## src/tlic_defs.svh

```systemverilog
`ifndef TLIC_DEFS_SVH
`define TLIC_DEFS_SVH
`define TLIC_ADDR_CTRL 32'h0000_0000
`define TLIC_ADDR_MODE 32'h0000_0004
`define TLIC_ADDR_FLAG 32'h0000_0008
`define TLIC_ADDR_ENAB 32'h0000_000C
`define TLIC_ADDR_PRIO 32'h0000_0010
`define TLIC_ADDR_STAT 32'h0000_0014
`define TLIC_CTRL_HI_BIT 7
`define TLIC_CTRL_LO_BIT 6
`define TLIC_MODE_PRIO_BIT 7
`define TLIC_VEC_HIGH 16'h0008
`define TLIC_VEC_LOW 16'h0018
`define TLIC_CTRL_RST 8'h00
`define TLIC_MODE_RST 8'h00
`define TLIC_FLAG_RST 8'h00
`define TLIC_ENAB_RST 8'h00
`define TLIC_PRIO_RST 8'hFF
`define TLIC_EXT_MASK 8'h0F
`define TLIC_LAT_CYC 3
`define TLIC_RESP_OKAY 2'b00
`define TLIC_RESP_SLVERR 2'b10
`endif

```

## src/tlic_pkg.sv

```systemverilog
package tlic_pkg;
  typedef enum logic [1:0] {
    TLIC_IDLE = 2'b00,
    TLIC_SVC_LOW = 2'b01,
    TLIC_SVC_HIGH = 2'b10,
    TLIC_SVC_BOTH = 2'b11
  } tlic_state_t;
  typedef struct packed {
    logic req;
    logic [15:0] addr;
  } tlic_vec_t;
endpackage : tlic_pkg

```

## src/tlic_ctrl.sv

```systemverilog
// The address map and the AXI4-Lite interface to the registers were decided locally.
`include "tlic_defs.svh"
// How it works
// - priority mode vectors: high to 0008h, low to 0018h
// - enabled high event preempts a running low-priority routine
// - per-source flag, enable, priority; disabled source never branches
// - priority mode only while mode register bit 7 set
// - priority mode: bit 7 gates high and low sources, bit 6 low sources
// - flag, enable and matching global enable force branch immediately
// - compatibility mode ignores per-source priority bits
// - compatibility: bit 6 peripheral enable, bit 7 master enable
// - compatibility: every accepted interrupt vectors to 0008h
// - accepting clears the global enable that admitted it
// - low requests held off while high routine runs
// - core pushes return address and loads vector on accept
// - return instruction exits routine and sets applicable enable
// - external event to vector latency three to four cycles
// - flags set on events regardless of any enable
module tlic_ctrl
  import tlic_pkg::*;
(
  input wire logic clock,
  input wire logic rst,
  input wire logic [31:0] s_axi_awaddr,
  input wire logic s_axi_awvalid,
  output logic s_axi_awready,
  input wire logic [31:0] s_axi_wdata,
  input wire logic [3:0] s_axi_wstrb,
  input wire logic s_axi_wvalid,
  output logic s_axi_wready,
  output logic [1:0] s_axi_bresp,
  output logic s_axi_bvalid,
  input wire logic s_axi_bready,
  input wire logic [31:0] s_axi_araddr,
  input wire logic s_axi_arvalid,
  output logic s_axi_arready,
  output logic [31:0] s_axi_rdata,
  output logic [1:0] s_axi_rresp,
  output logic s_axi_rvalid,
  input wire logic s_axi_rready,
  input wire logic [3:0] external_pin_irq,
  input wire logic [3:0] periph_event,
  input wire logic vector_ack,
  input wire logic return_from_service_instr,
  output logic vector_req,
  output logic [15:0] vector_addr
);
  logic [7:0] irq_control_reg_r;
  logic [7:0] reset_control_reg_r;
  logic [7:0] flag_r;
  logic [7:0] enab_r;
  logic [7:0] prio_r;
  tlic_state_t state_r;
  tlic_state_t state_nxt;
  tlic_vec_t vec_r;
  logic [3:0] pin_sync;
  logic [3:0] pin_prev_r;
  logic [7:0] events;
  logic priority_mode_enable;
  logic high_level_global_enable;
  logic low_level_global_enable;
  logic master_irq_enable;
  logic peripheral_irq_enable;
  logic [7:0] active;
  logic [7:0] active_high;
  logic [7:0] active_low;
  logic any_high;
  logic any_low;
  logic cmp_take;
  logic take_high;
  logic take_low;
  logic accept;
  logic accept_high;
  logic [31:0] aw_addr_r;
  logic aw_have_r;
  logic [31:0] w_data_r;
  logic [3:0] w_strb_r;
  logic w_have_r;
  logic do_write;
  logic [7:0] wr_byte;
  logic wr_ctrl;
  logic wr_mode;
  logic wr_flag;
  logic wr_enab;
  logic wr_prio;
  logic wr_hit;
  logic rd_take;
  logic rd_hit;
  logic [7:0] rd_byte;

  function automatic logic addr_is(input logic [31:0] a, input logic [31:0] ref_a);
    addr_is = (a[7:2] == ref_a[7:2]) && (a[31:8] == 24'h00_0000);
  endfunction : addr_is

  logic [7:0] pin_sync_full;
  tlic_sync u_tlic_sync (
    .clock(clock),
    .rst(rst),
    .async_in({4'h0, external_pin_irq}),
    .sync_out(pin_sync_full)
  );
  assign pin_sync = pin_sync_full[3:0];

  // rising edge on a synchronised pin is the event
  always_ff @(posedge clock) begin
    if (rst) begin
      pin_prev_r <= 4'h0;
    end else begin
      pin_prev_r <= pin_sync;
    end
  end
  assign events = {periph_event, pin_sync & ~pin_prev_r};

  assign priority_mode_enable = reset_control_reg_r[`TLIC_MODE_PRIO_BIT];
  assign high_level_global_enable = irq_control_reg_r[`TLIC_CTRL_HI_BIT];
  assign low_level_global_enable = irq_control_reg_r[`TLIC_CTRL_LO_BIT];
  assign master_irq_enable = irq_control_reg_r[`TLIC_CTRL_HI_BIT];
  assign peripheral_irq_enable = irq_control_reg_r[`TLIC_CTRL_LO_BIT];

  assign active = flag_r & enab_r;
  assign active_high = active & prio_r;
  assign active_low = active & ~prio_r;
  assign any_high = |active_high;
  assign any_low = |active_low;
  // pins need master only, peripherals also bit 6
  assign cmp_take = master_irq_enable &&
                    ((|(active & `TLIC_EXT_MASK)) ||
                     (peripheral_irq_enable && (|(active & ~`TLIC_EXT_MASK))));
  // high allowed during low service; low held off during high
  assign take_high = priority_mode_enable && high_level_global_enable && any_high &&
                     (state_r == TLIC_IDLE || state_r == TLIC_SVC_LOW);
  assign take_low = priority_mode_enable && low_level_global_enable && any_low &&
                    high_level_global_enable && state_r == TLIC_IDLE;
  assign accept = !vec_r.req && (take_high || take_low ||
                  (!priority_mode_enable && cmp_take && state_r == TLIC_IDLE));
  // high wins a tie; compatibility always high vector
  assign accept_high = take_high || !priority_mode_enable;

  always_comb begin
    state_nxt = state_r;
    if (accept) begin
      if (!priority_mode_enable) begin
        state_nxt = TLIC_SVC_HIGH;
      end else if (accept_high) begin
        state_nxt = (state_r == TLIC_SVC_LOW) ? TLIC_SVC_BOTH : TLIC_SVC_HIGH;
      end else begin
        state_nxt = TLIC_SVC_LOW;
      end
    end else if (return_from_service_instr) begin
      unique case (state_r)
        TLIC_IDLE: state_nxt = TLIC_IDLE;
        TLIC_SVC_LOW: state_nxt = TLIC_IDLE;
        TLIC_SVC_HIGH: state_nxt = TLIC_IDLE;
        TLIC_SVC_BOTH: state_nxt = TLIC_SVC_LOW;
      endcase
    end
  end

  always_ff @(posedge clock) begin
    if (rst) begin
      state_r <= TLIC_IDLE;
    end else begin
      state_r <= state_nxt;
    end
  end

  // vector held until the core takes it
  always_ff @(posedge clock) begin
    if (rst) begin
      vec_r <= '{req: 1'b0, addr: 16'h0000};
    end else if (accept) begin
      vec_r <= '{req: 1'b1, addr: accept_high ? `TLIC_VEC_HIGH : `TLIC_VEC_LOW};
    end else if (vector_ack) begin
      vec_r.req <= 1'b0;
    end
  end
  assign vector_req = vec_r.req;
  assign vector_addr = vec_r.addr;

  // register bus
  assign s_axi_awready = !aw_have_r && !s_axi_bvalid;
  assign s_axi_wready = !w_have_r && !s_axi_bvalid;
  assign do_write = aw_have_r && w_have_r && !s_axi_bvalid;
  assign wr_byte = w_data_r[7:0];
  assign wr_ctrl = do_write && w_strb_r[0] && addr_is(aw_addr_r, `TLIC_ADDR_CTRL);
  assign wr_mode = do_write && w_strb_r[0] && addr_is(aw_addr_r, `TLIC_ADDR_MODE);
  assign wr_flag = do_write && w_strb_r[0] && addr_is(aw_addr_r, `TLIC_ADDR_FLAG);
  assign wr_enab = do_write && w_strb_r[0] && addr_is(aw_addr_r, `TLIC_ADDR_ENAB);
  assign wr_prio = do_write && w_strb_r[0] && addr_is(aw_addr_r, `TLIC_ADDR_PRIO);
  assign wr_hit = addr_is(aw_addr_r, `TLIC_ADDR_CTRL) || addr_is(aw_addr_r, `TLIC_ADDR_MODE) ||
                  addr_is(aw_addr_r, `TLIC_ADDR_FLAG) || addr_is(aw_addr_r, `TLIC_ADDR_ENAB) ||
                  addr_is(aw_addr_r, `TLIC_ADDR_PRIO) || addr_is(aw_addr_r, `TLIC_ADDR_STAT);

  always_ff @(posedge clock) begin
    if (rst) begin
      aw_have_r <= 1'b0;
      aw_addr_r <= 32'h0000_0000;
      w_have_r <= 1'b0;
      w_data_r <= 32'h0000_0000;
      w_strb_r <= 4'h0;
      s_axi_bvalid <= 1'b0;
      s_axi_bresp <= `TLIC_RESP_OKAY;
    end else begin
      if (s_axi_awvalid && s_axi_awready) begin
        aw_have_r <= 1'b1;
        aw_addr_r <= s_axi_awaddr;
      end
      if (s_axi_wvalid && s_axi_wready) begin
        w_have_r <= 1'b1;
        w_data_r <= s_axi_wdata;
        w_strb_r <= s_axi_wstrb;
      end
      if (do_write) begin
        aw_have_r <= 1'b0;
        w_have_r <= 1'b0;
        s_axi_bvalid <= 1'b1;
        s_axi_bresp <= wr_hit ? `TLIC_RESP_OKAY : `TLIC_RESP_SLVERR;
      end else if (s_axi_bready) begin
        s_axi_bvalid <= 1'b0;
      end
    end
  end

  // accept clears admitting enable; return sets it
  always_ff @(posedge clock) begin
    if (rst) begin
      irq_control_reg_r <= `TLIC_CTRL_RST;
    end else if (accept) begin
      if (accept_high) begin
        irq_control_reg_r[`TLIC_CTRL_HI_BIT] <= 1'b0;
      end else begin
        irq_control_reg_r[`TLIC_CTRL_LO_BIT] <= 1'b0;
      end
    end else if (return_from_service_instr && state_r != TLIC_IDLE) begin
      if (state_r == TLIC_SVC_LOW) begin
        irq_control_reg_r[`TLIC_CTRL_LO_BIT] <= 1'b1;
      end else begin
        irq_control_reg_r[`TLIC_CTRL_HI_BIT] <= 1'b1;
      end
    end else if (wr_ctrl) begin
      irq_control_reg_r <= {wr_byte[7:6], 6'h00};
    end
  end

  always_ff @(posedge clock) begin
    if (rst) begin
      reset_control_reg_r <= `TLIC_MODE_RST;
      enab_r <= `TLIC_ENAB_RST;
      prio_r <= `TLIC_PRIO_RST;
    end else begin
      if (wr_mode) begin
        reset_control_reg_r <= {wr_byte[7], 7'h00};
      end
      if (wr_enab) begin
        enab_r <= wr_byte;
      end
      if (wr_prio) begin
        prio_r <= wr_byte;
      end
    end
  end

  // events set flags regardless of enables; set beats clear
  always_ff @(posedge clock) begin
    if (rst) begin
      flag_r <= `TLIC_FLAG_RST;
    end else if (wr_flag) begin
      flag_r <= (flag_r & wr_byte) | events;
    end else begin
      flag_r <= flag_r | events;
    end
  end

  // read channel
  assign s_axi_arready = !s_axi_rvalid;
  assign rd_take = s_axi_arvalid && s_axi_arready;
  assign rd_hit = addr_is(s_axi_araddr, `TLIC_ADDR_CTRL) ||
                  addr_is(s_axi_araddr, `TLIC_ADDR_MODE) ||
                  addr_is(s_axi_araddr, `TLIC_ADDR_FLAG) ||
                  addr_is(s_axi_araddr, `TLIC_ADDR_ENAB) ||
                  addr_is(s_axi_araddr, `TLIC_ADDR_PRIO) ||
                  addr_is(s_axi_araddr, `TLIC_ADDR_STAT);
  assign rd_byte = addr_is(s_axi_araddr, `TLIC_ADDR_CTRL) ? irq_control_reg_r :
                   addr_is(s_axi_araddr, `TLIC_ADDR_MODE) ? reset_control_reg_r :
                   addr_is(s_axi_araddr, `TLIC_ADDR_FLAG) ? flag_r :
                   addr_is(s_axi_araddr, `TLIC_ADDR_ENAB) ? enab_r :
                   addr_is(s_axi_araddr, `TLIC_ADDR_PRIO) ? prio_r :
                   addr_is(s_axi_araddr, `TLIC_ADDR_STAT) ? {5'h00, vec_r.req, state_r} :
                   8'h00;

  always_ff @(posedge clock) begin
    if (rst) begin
      s_axi_rvalid <= 1'b0;
      s_axi_rdata <= 32'h0000_0000;
      s_axi_rresp <= `TLIC_RESP_OKAY;
    end else if (rd_take) begin
      s_axi_rvalid <= 1'b1;
      s_axi_rdata <= {24'h00_0000, rd_byte};
      s_axi_rresp <= rd_hit ? `TLIC_RESP_OKAY : `TLIC_RESP_SLVERR;
    end else if (s_axi_rready) begin
      s_axi_rvalid <= 1'b0;
    end
  end

  hi_vec_a: assert property (@(posedge clock) disable iff (rst)
    accept && priority_mode_enable && take_high |=> vector_req && vector_addr == 16'h0008)
    else $error("high vector wrong");
  lo_vec_a: assert property (@(posedge clock) disable iff (rst)
    accept && priority_mode_enable && !take_high |=> vector_addr == 16'h0018)
    else $error("low vector wrong");
  cmp_vec_a: assert property (@(posedge clock) disable iff (rst)
    accept && !priority_mode_enable |=> vector_addr == 16'h0008)
    else $error("compat vector wrong");
  gie_clear_a: assert property (@(posedge clock) disable iff (rst)
    accept && accept_high |=> !irq_control_reg_r[7])
    else $error("global enable not cleared");
  low_hold_a: assert property (@(posedge clock) disable iff (rst)
    (state_r == TLIC_SVC_HIGH || state_r == TLIC_SVC_BOTH) |=>
    !(vector_req && vector_addr == 16'h0018))
    else $error("low taken during high");
  preempt_a: assert property (@(posedge clock) disable iff (rst)
    state_r == TLIC_SVC_LOW && take_high && !vec_r.req |=> state_r == TLIC_SVC_BOTH)
    else $error("no preemption");
  flag_set_a: assert property (@(posedge clock) disable iff (rst)
    events[4] |=> flag_r[4])
    else $error("flag not set");
  pin_lat_a: assert property (@(posedge clock) disable iff (rst)
    $rose(external_pin_irq[0]) ##0 (!vector_req && !flag_r[0] && enab_r[0] &&
    master_irq_enable && (priority_mode_enable ?
    (prio_r[0] && (state_r == TLIC_IDLE || state_r == TLIC_SVC_LOW)) :
    state_r == TLIC_IDLE))[*1] ##1
    (!return_from_service_instr && !wr_ctrl && !wr_flag && !wr_enab && !wr_mode &&
    !wr_prio)[*3]
    |-> ##[0:1] vector_req)
    else $error("pin latency exceeded");
  ret_set_a: assert property (@(posedge clock) disable iff (rst)
    return_from_service_instr && !accept && state_r == TLIC_SVC_HIGH |=> irq_control_reg_r[7])
    else $error("return did not re-enable");
  dis_src_a: assert property (@(posedge clock) disable iff (rst)
    enab_r == 8'h00 |-> !accept)
    else $error("disabled source accepted");
  hi_cov_c: cover property (@(posedge clock) accept && take_high);
  lo_cov_c: cover property (@(posedge clock) accept && take_low);
  pre_cov_c: cover property (@(posedge clock) state_r == TLIC_SVC_BOTH);
  cmp_cov_c: cover property (@(posedge clock) accept && !priority_mode_enable);
endmodule : tlic_ctrl

```

## src/tlic_sync.sv

```systemverilog
module tlic_sync (
  input wire logic clock,
  input wire logic rst,
  input wire logic [7:0] async_in,
  output logic [7:0] sync_out
);
  logic [7:0] meta_r;
  always_ff @(posedge clock) begin
    if (rst) begin
      meta_r <= 8'h00;
      sync_out <= 8'h00;
    end else begin
      meta_r <= async_in;
      sync_out <= meta_r;
    end
  end
endmodule : tlic_sync
```

## config.mk

```make
export PLATFORM = sky130hd
export DESIGN_NAME = tlic_ctrl
export DESIGN_NICKNAME = d
export VERILOG_FILES = /design/src/tlic_pkg.sv /design/src/tlic_ctrl.sv /design/src/tlic_sync.sv
export VERILOG_INCLUDE_DIRS = /design/src
export SDC_FILE = /design/constraint.sdc
export NUM_CORES = 1
export LEC_CHECK = 0
export ABC_AREA = 1
export BUFFER_PORTS_ARGS = -buffer_cell sky130_fd_sc_hd__buf_2
export CAP_MARGIN = 20
export CORE_MARGIN = 2
export CORE_UTILIZATION = 53
export DETAILED_ROUTE_END_ITERATION = 8
export PLACE_DENSITY = 0.86
export SLEW_MARGIN = 15
export SYNTH_ARGS = -nofsm -noshare
export SYNTH_HDL_FRONTEND = slang
export SYNTH_SLANG_ARGS = --single-unit
```

## constraint.sdc

```tcl
create_clock -name clock -period 4.3 [get_ports clock]
set_input_delay 0.215 -clock clock [delete_from_list [all_inputs] [get_ports clock]]
set_output_delay 0.215 -clock clock [all_outputs]
set_load 0.01 [all_outputs]
```

* Yosys cells after proc, flatten, opt, wreduce, memory -nomap -nowiden *
Cells that the tools add are included.
Widths: inputs -> output; s select.

storage, ports and cells
  flip-flop bits (word level) = 115

operators by class
  reduce and logical (&&, ||, !) cells = 78
  mux-type cells = 29
  bitwise logic cells = 9
  equality and inequality tests = 17

operator list
  kind                number
  $mux 8              7
  $logic_not 24->1    2
  $logic_and 1x1->1   38
  $and 8x8->8         4
  $eq 6x2->1 const B  4
  $eq 6x3->1 const B  4
  $mux 2              8
  $or 8x8->8          2
  $reduce_or 8->1     2
  $logic_or 1x1->1    15
  $eq 6x1->1 const B  2
  $logic_not 6->1     2
  $mux 1              11
  $reduce_bool 2->1   5
  $not 8->8           1
  $reduce_or 4->1     2
  $logic_not 1->1     6
  $reduce_and 3->1    2
  $mux 5              1
  $and 4x4->4         1
  $eq 2x2->1 const B  2
  $not 4->4           1
  $pmux 2 s2          1
  $mux 3              1
  other kinds (9)     9

* Logic depth before layout (Yosys ltp) *
Gate-level depths: netlist of the first run.

  depth after elaboration = 11
  mapped depth = 13
  mapped depth without buffers = 13

* Hierarchy *
Synthesis of the first run repeated with hierarchy kept, for this count alone.

second synthesis, totals
  cell total of the unflattened synthesis = 657
  area total of the unflattened synthesis = 4,855.9 um^2

modules (own cells, without submodules)
  module     instances  area each (um^2)  cells an instance  sequential area each (um^2)
  tlic_ctrl  1          4,381.7           607                1,781.7
  tlic_sync  1          474.2             50                 320.3

* Least setup slack after synthesis of the first run *
OpenSTA, ideal clock, no wires.

  path type = flip-flop to flip-flop
  from = register aw_addr_r[25]
  to = register enab_r[1]
  path buffers = 1
  setup slack = 2.901 ns
  stages on the path, launching flop included = 11
  required time = 4.181 ns
  arrival time = 1.279 ns
  cell sequence = dfxtp_1 > nor2_1 > and2_1 > nand2_1 > nor2_1 > nand2_1 > inv_1 > nand3_1 > buf_6 > o21ai_0 > a21oi_1

between the ends
  cells in the longest elaborated chain, start to end = 3

ends and longest elaborated chain
  item                    RTL line          RTL
  start, declared         tlic_ctrl.sv:74   logic [31:0] aw_addr_r;
  start signal, assigned  tlic_ctrl.sv:206  aw_addr_r <= s_axi_awaddr;
  $logic_not 24->1        tlic_ctrl.sv:92   addr_is = (a[7:2] == ref_a[7:2]) && (a[31:8] == 24'h00_0000);
  $logic_and 1x1->1       tlic_ctrl.sv:92
  $logic_and 1x1->1       tlic_ctrl.sv:188  assign wr_enab = do_write && w_strb_r[0] && addr_is(aw_addr_r, `TLIC_ADDR_ENAB);
  end signal, assigned    tlic_ctrl.sv:248  enab_r <= `TLIC_ENAB_RST;
  end signal, assigned    tlic_ctrl.sv:255  enab_r <= wr_byte;
  end, declared           tlic_ctrl.sv:51   logic [7:0] enab_r;

No other way between the ends.
A chain may end at the register's enable or synchronous reset.

* Worst setup path after layout of the first run *
  from = register s_axi_bvalid
  to = register aw_addr_r[4]

between the ends
  cells in the longest elaborated chain, start to end = 3

ends and longest elaborated chain
  item                    RTL line          RTL
  start, declared         tlic_ctrl.sv:32   output logic s_axi_bvalid,
  start signal, assigned  tlic_ctrl.sv:201  s_axi_bvalid <= 1'b0;
  start signal, assigned  tlic_ctrl.sv:216  s_axi_bvalid <= 1'b1;
  start signal, assigned  tlic_ctrl.sv:219  s_axi_bvalid <= 1'b0;
  $logic_not 1->1         tlic_ctrl.sv:181  assign s_axi_awready = !aw_have_r && !s_axi_bvalid;
  $logic_and 1x1->1       tlic_ctrl.sv:181
  $logic_and 1x1->1       tlic_ctrl.sv:204  if (s_axi_awvalid && s_axi_awready) begin

No other way between the ends.

==> results of run 1 <==
==> layout make-up <==
| cell class | count | area [sq um] |
|---|---|---|
| Fill cell | 723 | 3090 |
| Multi-Input combinational cell | 466 | 2120 |
| Sequential cell | 97 | 1940 |
| Timing Repair Buffer | 103 | 515 |
| Inverter | 66 | 248 |
| Clock buffer | 11 | 131 |
| Tap cell | 105 | 131 |
| Clock inverter | 5 | 80.1 |
==> layer usage <==
metal / vias to the layer above / routed length [microns] / track usage, %
li1: 2197 / - / -
met1: 1904 / 4160 / 24.6
met2: 177 / 4630 / 36.0
met3: 11 / 739 / 4.91
met4: 0 / 148 / 8.02
met5: - / 0 / 0
==> through the flow <==
step                std cells  hold slack, ns  worst slack, ns  area, sq um
finish                    853          0.0539             1.88         5170
global route              853          0.0514             1.42         5170
CTS                       853          0.0445             1.85         5170
detailed placement        837           0.393             1.86         4950
global placement          837           0.392             1.94         4950
floorplan                 688           0.322             2.90         4700
==> final timing paths <==
path,end,slack [ns],depth (start not counted),start
worst max-delay path,aw_addr_r[4],1.88,5,s_axi_bvalid
worst min-delay path,u_tlic_sync.meta_r[3],0.05,3,external_pin_irq[3]
worst max register to register,aw_addr_r[4],1.88,5,s_axi_bvalid
worst min register to register,u_tlic_sync.sync_out[2],0.40,2,u_tlic_sync.meta_r[2]
==> critical path, stage by stage (launching register included) <==
cell and delay [ns]:
sky130_fd_sc_hd__dfxtp_1 0.41, sky130_fd_sc_hd__nor2_1 0.07, sky130_fd_sc_hd__nand2_1 0.65, sky130_fd_sc_hd__clkinv_1 0.83
sky130_fd_sc_hd__nor2_1 0.28, sky130_fd_sc_hd__nor2_1 0.07
==> power by group through the flow <==
| stage | clock [mW] | sequential [mW] | combinational (mW) |
|---|---|---|---|
| finish | 0.625 | 0.982 | 0.217 |
| global route | 0.670 | 0.989 | 0.250 |
| CTS | 0.635 | 0.981 | 0.218 |
| detailed placement | 0 | 1.00 | 0.217 |
| global placement | 0 | 1.00 | 0.210 |
| floorplan | 0 | 0.995 | 0.173 |
==> kinds of logic (layout without fill, tap and decap cells) <==
kind of cell | count (synthesis) | in the layout | share of synthesized area [%]
compound gates | 123 | 123 | 14.7
buf+inv | 125 | 185 | 14.1
flops | 97 | 97 | 42.6
other cells | 1 | 40 | 0.0823
simple gates | 303 | 303 | 28.4
==> flip-flops by register name, indices dropped and copies added (netlist names), 2 cells and up <==
name	flops
u_tlic_sync.sync_out	4
s_axi_rdata	8
flag_r	8
u_tlic_sync.meta_r	4
prio_r	8
aw_addr_r	30
enab_r	8
state_r	2
w_data_r	8
vector_addr	2
irq_control_reg_r	2
pin_prev_r	4
==> layout by cell type, fill, tap and decap left out, types with 2 or more instances in the layout <==
cell                         Yosys  routed
sky130_fd_sc_hd__nand2_1       114     114
sky130_fd_sc_hd__nor2_2          6       6
sky130_fd_sc_hd__nor3_1          5       5
sky130_fd_sc_hd__nor3_2          2       2
sky130_fd_sc_hd__clkbuf_1       12       2
sky130_fd_sc_hd__clkbuf_8        0       9
sky130_fd_sc_hd__dfxtp_1        97      97
sky130_fd_sc_hd__buf_2           2     103
sky130_fd_sc_hd__a21oi_2         2       2
sky130_fd_sc_hd__o211ai_1       12      12
sky130_fd_sc_hd__o21ai_0        57      57
sky130_fd_sc_hd__nand4_1         8       8
sky130_fd_sc_hd__a21oi_1        41      41
sky130_fd_sc_hd__o22ai_1         6       6
sky130_fd_sc_hd__clkinvlp_4      0       2
sky130_fd_sc_hd__nor2_1        123     123
sky130_fd_sc_hd__conb_1          1      40
sky130_fd_sc_hd__bufinv_16       0       2
sky130_fd_sc_hd__nand3_1        36      36
sky130_fd_sc_hd__inv_1          64      64
sky130_fd_sc_hd__o21ai_1         2       2
==> results.txt, run 1 <==
number of warning messages in the yosys log - 0
P_int - 1.36 mW
run status - complete, no violations
antenna violations before repair - 0
Comb pwr share - 11.9%
layout cell share with drive strength beyond 1 - 17.6%
number of cell rows - 33
most common flop cell mapped by yosys - sky130_fd_sc_hd__dfxtp_1
sequential fraction of design power - 53.8%
number of vias per cell - 5.03
Worst Max-Slew Pin Slew - 0.880 ns
required arrival time at the worst endpoint - 4.55 ns
die area - 0.00936 sq mm
critical path class - register to register
worst slew margin relative to its limit - 41.2%
post-CTS resize count - 0
switching power - 0.467 mW
netlist area before placement - 0.00456 sq mm
relative contribution of the clock network to total power - 34.3%
final period demand of the worst path - 2.42 ns
final routed wirelength across all metal layers - 9680 microns
Startpoint Class - register
DR pass1 iterations - 5
per-cell routed wire length - 11.3 microns
postcts setup bufs - 0
total of hold buffers inserted after clock tree synthesis - 0
drt initial violations - 202
height of the die - 96.7 microns
floorplan core area - 0.00826 sq mm
top area cells in the synthesized netlist - sky130_fd_sc_hd__dfxtp_1 43%, sky130_fd_sc_hd__nor2_1 10%, sky130_fd_sc_hd__nand2_1 9.4%
Max Cap Violations - 0
number of ports placed on the die boundary - 175
clock skew after layout - 0.0146 ns
global-route total usage across every layer - 20.7%
worst-skew pair later-pin latency - 0.36 ns
fraction of registers with async set or reset after synthesis - 0%
routed via count - 4289
post-synth top area share - 42.6%
Post-synth EDFFs - 0
post-layout net count - 860
P per Cell Area - 353 mW/mm^2
sequential fraction of the synthesis area - 42.6%
Setup-failing EPs final - 0
count of unique library cells instantiated by Yosys - 35
number of port buffers - 103
global placement routability congestion - 1.01
Area growth syn-to-layout - 13.3%
initial core utilization - 55.2%
clock tree from TritonCTS - yes
mean area per synthesized cell - 7.02 sq um
max-slew violations - 0
residual antenna-violating net count after detailed routing - 0
type of the tightest min-delay check - input pin to register
CTS Buf Count - 9
post-route fraction of the period consumed by the critical path - 56.4%
master cell of the clock root buffer - sky130_fd_sc_hd__clkbuf_8
library cell occupying the most area in the post-synthesis netlist - sky130_fd_sc_hd__dfxtp_1
CTS clock-pin slew for the worst setup and hold paths - 0.08 ns
kind of end point of the critical path - register
number of antenna diodes - 0
most instantiated library cell after synthesis - sky130_fd_sc_hd__nor2_1
crit-path max FO - 35
Final HPWL DP - 7220 microns
WP data arrival - 2.67 ns
Remaining Overflow, GRT - 0
Leakage Power - 2.52 nW
detailed-route DRC error count - 0
fmax - 413 MHz
setup repair after global routing missed its margin - false
fraction of power spent switching nets - 25.6%
Total Power - 1.82 mW
H-tree levels - 3
number of instances in the synthesized netlist - 649
flop and latch count out of synthesis - 97
Commonest cells post-synth - 123 x sky130_fd_sc_hd__nor2_1, 114 x sky130_fd_sc_hd__nand2_1, 97 x sky130_fd_sc_hd__dfxtp_1
largest net degree at the start of global routing - 63
count of clock tree sinks - 97
Post-Route Utilization - 62.6%
global-route wire length before repair - 16300 microns
die width - 96.7 microns
number of global-route vias before repair - 3845
number of endpoints with negative hold slack in the final report - 0
Clock Tree Buf Depth - 2
worst voltage drop across the vdd grid - 0.000237 V
setup TNS after final layout - 0 ns
Power figures use the tool's default switching activity.
==> inputs of run 2 (changes only) <==
Settings changed: ABC_AREA 1 to 0, CORE_UTILIZATION 53 to 49, PLACE_DENSITY 0.86 to 0.81.
Clock period 4.3 ns to 2.4 ns, I/O delays scaled along.
==> run 2 against run 1 <==
  * Clock power up 100%
  * Area after synthesis down 3.6%
  * Combinational power up 96%
  * Clock skew down 0.0038 ns
  * Die area up 4.1%
  * Register-to-register slack worse by 1.8 ns
  * Routed wire length up 15%
  * Critical endpoint is now irq_control_reg_r[6]
  * Highest routed layer unchanged
==> results.txt, run 2 <==
WP data arrival - 2.63 ns
required arrival time at the worst endpoint - 2.69 ns
multi-input combinational cell area - 0.00216 sq mm
most used cells in the layout excluding fill and tap cells - 105 x sky130_fd_sc_hd__nand2_1, 103 x sky130_fd_sc_hd__buf_2, 97 x sky130_fd_sc_hd__dfxtp_1, 70 x sky130_fd_sc_hd__a21oi_1, 40 x sky130_fd_sc_hd__conb_1
detailed-route DRC error count - 0
count of unique library cells instantiated by Yosys - 48
height of the die - 98.7 microns
fraction of registers with async set or reset after synthesis - 0%
worst-case hold slack - 0.00748 ns
final period demand of the worst path - 2.34 ns
post-synth top area share - 44.2%
Sequential Area - 0.00194 sq mm
Largest register FFs - 30
post-layout net count - 789
mean area per synthesized cell - 8.11 sq um
drt initial violations - 207
CTS Buf Count - 9
Fillers - 708
final routed wirelength across all metal layers - 11200 microns
number of ports placed on the die boundary - 175
worst voltage drop across the vdd grid - 0.000410 V
max-slew violations - 0
Worst Max-Slew Pin Slew - 0.976 ns
Clock Tree Buf Depth - 2
fmax - 427 MHz
critical path class - register to register
netlist area before placement - 0.00439 sq mm
worst slew margin relative to its limit - 34.9%
global-route total usage across every layer - 22.7%
H-tree levels - 3
number of port buffers - 103
commonest non-fill, non-tap cell in the layout - sky130_fd_sc_hd__nand2_1
top area cells in the synthesized netlist - sky130_fd_sc_hd__dfxtp_1 44%, sky130_fd_sc_hd__nand2_1 9.0%, sky130_fd_sc_hd__a21oi_1 8.0%
setup TNS after final layout - 0 ns
Worst Setup Slack, final - 0.0572 ns
antenna violations before repair - 0
number of endpoints with negative hold slack in the final report - 0
clock skew after layout - 0.0108 ns
number of global-route vias before repair - 4020
kind of end point of the critical path - register
most common flop cell mapped by yosys - sky130_fd_sc_hd__dfxtp_1
die area - 0.00974 sq mm
Post-synth EDFFs - 0
Remaining Overflow, GRT - 0
largest net degree at the start of global routing - 86
pre-CTS WS - 0.0691 ns
Startpoint Class - register
number of cell rows - 34
library cell occupying the most area in the post-synthesis netlist - sky130_fd_sc_hd__dfxtp_1
layout cell share with drive strength beyond 1 - 20.5%
sequential fraction of the synthesis area - 44.2%
worst-skew pair later-pin latency - 0.36 ns
most instantiated library cell after synthesis - sky130_fd_sc_hd__nand2_1
per-cell routed wire length - 14.2 microns
type of the tightest min-delay check - input pin to register
crit-path max FO - 3
postcts setup bufs - 0
number of vias per cell - 5.37
setup repair after global routing missed its margin - false
post-route fraction of the period consumed by the critical path - 97.6%
Final HPWL DP - 7680 microns
routed via count - 4219
Leakage Power - 2.31 nW
Max Cap Violations - 0
Commonest cells post-synth - 105 x sky130_fd_sc_hd__nand2_1, 97 x sky130_fd_sc_hd__dfxtp_1, 70 x sky130_fd_sc_hd__a21oi_1
DR pass1 iterations - 5
global-route wire length before repair - 18100 microns
Area growth syn-to-layout - 24.8%
top register by number of flip-flops - aw_addr_r
CTS clock-pin slew for the worst setup and hold paths - 0.10 ns
run status - complete, no violations
clock tree from TritonCTS - yes
die width - 98.7 microns
flop and latch count out of synthesis - 97
Post-Route Utilization - 62.9%
global placement routability congestion - 0.875
count of clock tree sinks - 97
number of antenna diodes - 0
initial core utilization - 50.4%
floorplan core area - 0.00872 sq mm
Setup-failing EPs final - 0
residual antenna-violating net count after detailed routing - 0
number of instances in the synthesized netlist - 542
number of warning messages in the yosys log - 0
master cell of the clock root buffer - sky130_fd_sc_hd__clkbuf_8
P per Cell Area - 624 mW/mm^2
[run 2: changes by cell type after synthesis, sizes merged, moves of 14 or more]
cell / change
a21oi: +28
nor2: -97
nand3: -18
inv: -51
nor4: +14
mux2i: +19
o21ai: -40
nor2b: +17
[run 2: worst max-delay path, stage by stage (launching register included)]
cell and delay (ns):
sky130_fd_sc_hd__dfxtp_1 0.32, sky130_fd_sc_hd__or4_4 0.53, sky130_fd_sc_hd__or4_4 0.57, sky130_fd_sc_hd__nor4_4 0.24
sky130_fd_sc_hd__a211oi_1 0.11, sky130_fd_sc_hd__a2111o_1 0.38, sky130_fd_sc_hd__a21oi_2 0.12
[run 2: layout make-up]
type / instances / area share, %
Inverter: 14 / 0.958
Tap cell: 108 / 2.46
Sequential cell: 97 / 35.4
Clock inverter: 6 / 2.08
Multi-Input combinational cell: 403 / 39.3
Clock buffer: 10 / 2.33
Timing Repair Buffer: 147 / 17.4
[run 2: timing repair]
action / CTS / global route
hold buffers: 39 / 0
endpoints found under the setup margin: 0 / 10
endpoints found under the hold margin: 39 / 0
gates resized for setup: 0 / 4
[run 2: routing by layer]
layer | up-vias | track usage [%] | part of all wire [%]
met2 | 189 | 40.1 | 50
met5 | - | 0 | 0
met4 | 0 | 8.54 | 2.2
met3 | 26 | 3.55 | 6.3
met1 | 1956 | 27.9 | 41
li1 | 2048 | - | -
[run 2: path summary, 6_finish.rpt]
path	start	end	slack [ns]	cells after the start
worst max-delay path	aw_addr_r[8]	irq_control_reg_r[6]	0.06	6
worst min-delay path	s_axi_awaddr[26]	aw_addr_r[26]	0.007	3
worst max register to register	aw_addr_r[8]	irq_control_reg_r[6]	0.06	6
worst min register to register	u_tlic_sync.meta_r[1]	u_tlic_sync.sync_out[1]	0.44	1
[run 2: logic make-up (layout without fill, tap and decap cells)]
family          count (synthesis)  in the layout  share of synthesized area, %
simple gates                  220            220                          23.9
compound gates                118            118                          15.5
buf+inv                        81            177                          10.4
mux                            25             25                          5.87
flops                          97             97                          44.2
other cells                     1             40                        0.0853
[run 2: metrics by stage]
stage               instance area (sq um)  power, mW  instances
CTS                                  5470       3.43        785
detailed placement                   4840       2.13        730
finish                               5490       3.42        785
global placement                     4840       2.12        730
global route                         5490       3.56        785
floorplan                            4540       2.04        581
[run 2: where the power goes]
group / leakage, nW / switching (mW) / internal [mW]
combinational: 1.40 / 0.236 / 0.190
sequential: 0.793 / 0.0593 / 1.68
clock: 0.113 / 0.564 / 0.696
==> inputs of run 3 (changes only) <==
Settings changed: ABC_AREA 0 to 1, CTS_CLUSTER_SIZE set to 16, PLACE_DENSITY 0.81 to 0.8.
==> run 3 against run 2 <==
  * Routed wire length fell by 7.7%
  * Via count increased by 2.7%
  * Sequential power about the same
  * Largest power group unchanged
  * Power shrank 0.64%
  * Cell area is 1.6% lower
  * Final cell count is 12% higher
  * Largest cell class unchanged
  * First-iteration DRC count is 4.8% lower
  * Flip-flop and latch count is the same
  * Clock power fell by 3%
  * Register-to-register slack better by 0.41 ns
  * Global-route usage down 1.9 points
==> results.txt, run 3 (synthesis gave the netlist of run 1 again) <==
run status - complete, no violations
H-tree levels - 3
post-route fraction of the period consumed by the critical path - 80.7%
sequential fraction of design power - 51.8%
final routed wirelength across all metal layers - 10300 microns
number of endpoints with negative hold slack in the final report - 0
final period demand of the worst path - 1.94 ns
Worst Setup Slack, final - 0.464 ns
antenna violations before repair - 0
number of global-route vias before repair - 3876
worst hold path stage count - 3
most used cell, CP - sky130_fd_sc_hd__nand2_1
residual antenna-violating net count after detailed routing - 0
commonest non-fill, non-tap cell in the layout - sky130_fd_sc_hd__nor2_1
WP data arrival - 2.22 ns
global placement routability congestion - 0.896
CTS Buf Count - 9
P_int - 2.48 mW
worst stage delay on the critical path - 0.39 ns
Final HPWL DP - 7610 microns
total of hold buffers inserted after clock tree synthesis - 17
number of instances in the placed design - 847
switching power - 0.921 mW
largest net degree at the start of global routing - 36
kind of end point of the critical path - register
CTS clock-pin slew for the worst setup and hold paths - 0.10 ns
global-route total usage across every layer - 20.8%
relative contribution of the clock network to total power - 35.9%
final std cells w/o fill - 880
master cell of the clock root buffer - sky130_fd_sc_hd__clkbuf_8
top register by number of flip-flops - aw_addr_r
crit-path max FO - 12
depth of the most critical reg-to-reg path - 10
Largest register FFs - 30
fraction of power spent switching nets - 27.1%
height of the die - 100 microns
clock skew after layout - 0.0127 ns
DR pass1 iterations - 4
fmax - 517 MHz
critical path class - register to register
number of antenna diodes - 0
floorplan core area - 0.00915 sq mm
sequence of cells on the critical path - nor2_1 > and2_1 > nand2_1 > nor2_1 > nand2_1 > inv_1 > nand3_1 > inv_1 > nand2_1 > a21oi_1
Comb pwr share - 12.3%
Leakage Power - 2.63 nW
die area - 0.0101 sq mm
Startpoint Class - register
post-layout net count - 881
detailed-route DRC error count - 0
clock tree from TritonCTS - yes
die width - 100 microns
worst-skew pair later-pin latency - 0.36 ns
max-slew violations - 0
number of port buffers - 103
layout cell share with drive strength beyond 1 - 17.9%
type of the tightest min-delay check - input pin to register
global-route wire length before repair - 17000 microns
most used cells in the layout excluding fill and tap cells - 123 x sky130_fd_sc_hd__nor2_1, 114 x sky130_fd_sc_hd__nand2_1, 103 x sky130_fd_sc_hd__buf_2, 97 x sky130_fd_sc_hd__dfxtp_1, 64 x sky130_fd_sc_hd__inv_1
post-CTS resize count - 0
number of vias per cell - 4.92
postcts setup bufs - 0
drt initial violations - 197
critical-path cell with the highest stage delay - sky130_fd_sc_hd__nand3_1
Max Cap Violations - 0
setup repair after global routing missed its margin - false
required arrival time at the worst endpoint - 2.69 ns
P per Cell Area - 630 mW/mm^2
number of ports placed on the die boundary - 175
initial core utilization - 49.8%
count of clock tree sinks - 97
setup TNS after final layout - 0 ns
worst slew margin relative to its limit - 57.9%
routed via count - 4333
Total Power - 3.40 mW
number of cell rows - 35
Remaining Overflow, GRT - 0
Worst Max-Slew Pin Slew - 0.628 ns
per-cell routed wire length - 11.7 microns
worst voltage drop across the vdd grid - 0.000359 V
pre-CTS WS - 0.477 ns
Setup-failing EPs final - 0
Area growth syn-to-layout - 18.4%
Clock Tree Buf Depth - 2
## run 3: changes by cell type in the layout (fill, tap and decap cells not counted), sizes merged, moves of 6 or more
cell | previous run | this run
o21ai | 19 | 59
mux2i | 19 | 0
nor4 | 16 | 2
inv | 15 | 68
nor2 | 33 | 130
nand3 | 18 | 36
o211ai | 1 | 12
nor2b | 17 | 0
a21oi | 71 | 43
nand2 | 105 | 115
dlygate4sd3 | 39 | 17
mux2 | 6 | 0
## run 3: worst paths after layout
kind / from / end / slack [ns]
max: aw_addr_r[25] / enab_r[6] / 0.46
min: s_axi_awaddr[8] / aw_addr_r[8] / 0.01
min reg2reg: u_tlic_sync.meta_r[1] / u_tlic_sync.sync_out[1] / 0.41
max reg2reg: aw_addr_r[25] / enab_r[6] / 0.46
## run 3: layer usage
metal  global-route usage (%)  routed length (microns)  vias up
li1                         -                        -     2244
met1                     26.2                     4640     1942
met2                     36.1                     5020      132
met3                     3.47                      479       15
met4                     6.85                      145        0
met5                        0                        0        -
## run 3: through the flow
step | utilization [%] | area, sq um | hold slack, ns
2_1_floorplan | - | 4700 | 0.227
5_1_grt | 58.9 | 5400 | 0.00634
3_5_place_dp | 54.5 | 4990 | 0.329
3_3_place_gp | 54.5 | 4990 | 0.329
6_report | 58.9 | 5400 | 0.0114
4_1_cts | 58.9 | 5400 | 0.0000605
## run 3: cell type report
type	count	area, sq um
Clock inverter	7	109
Multi-Input combinational cell	466	2120
Tap cell	111	139
Timing Repair Buffer	124	716
Sequential cell	97	1940
Fill cell	878	3760
Inverter	66	248
Clock buffer	9	124
## run 3: power by group through the flow
stage	Combinational, mW	Clock (mW)	Sequential [mW]
5_1_grt	0.479	1.32	1.77
6_report	0.418	1.22	1.76
2_1_floorplan	0.311	0	1.78
3_5_place_dp	0.398	0	1.80
4_1_cts	0.420	1.25	1.76
3_3_place_gp	0.385	0	1.79
## run 3: worst max-delay path, delay by kind of cell (launching register included)
family / cells / cell delay, ns
flops: 1 / 0.33
compound gates: 1 / 0.13
buf+inv: 2 / 0.44
simple gates: 7 / 0.97
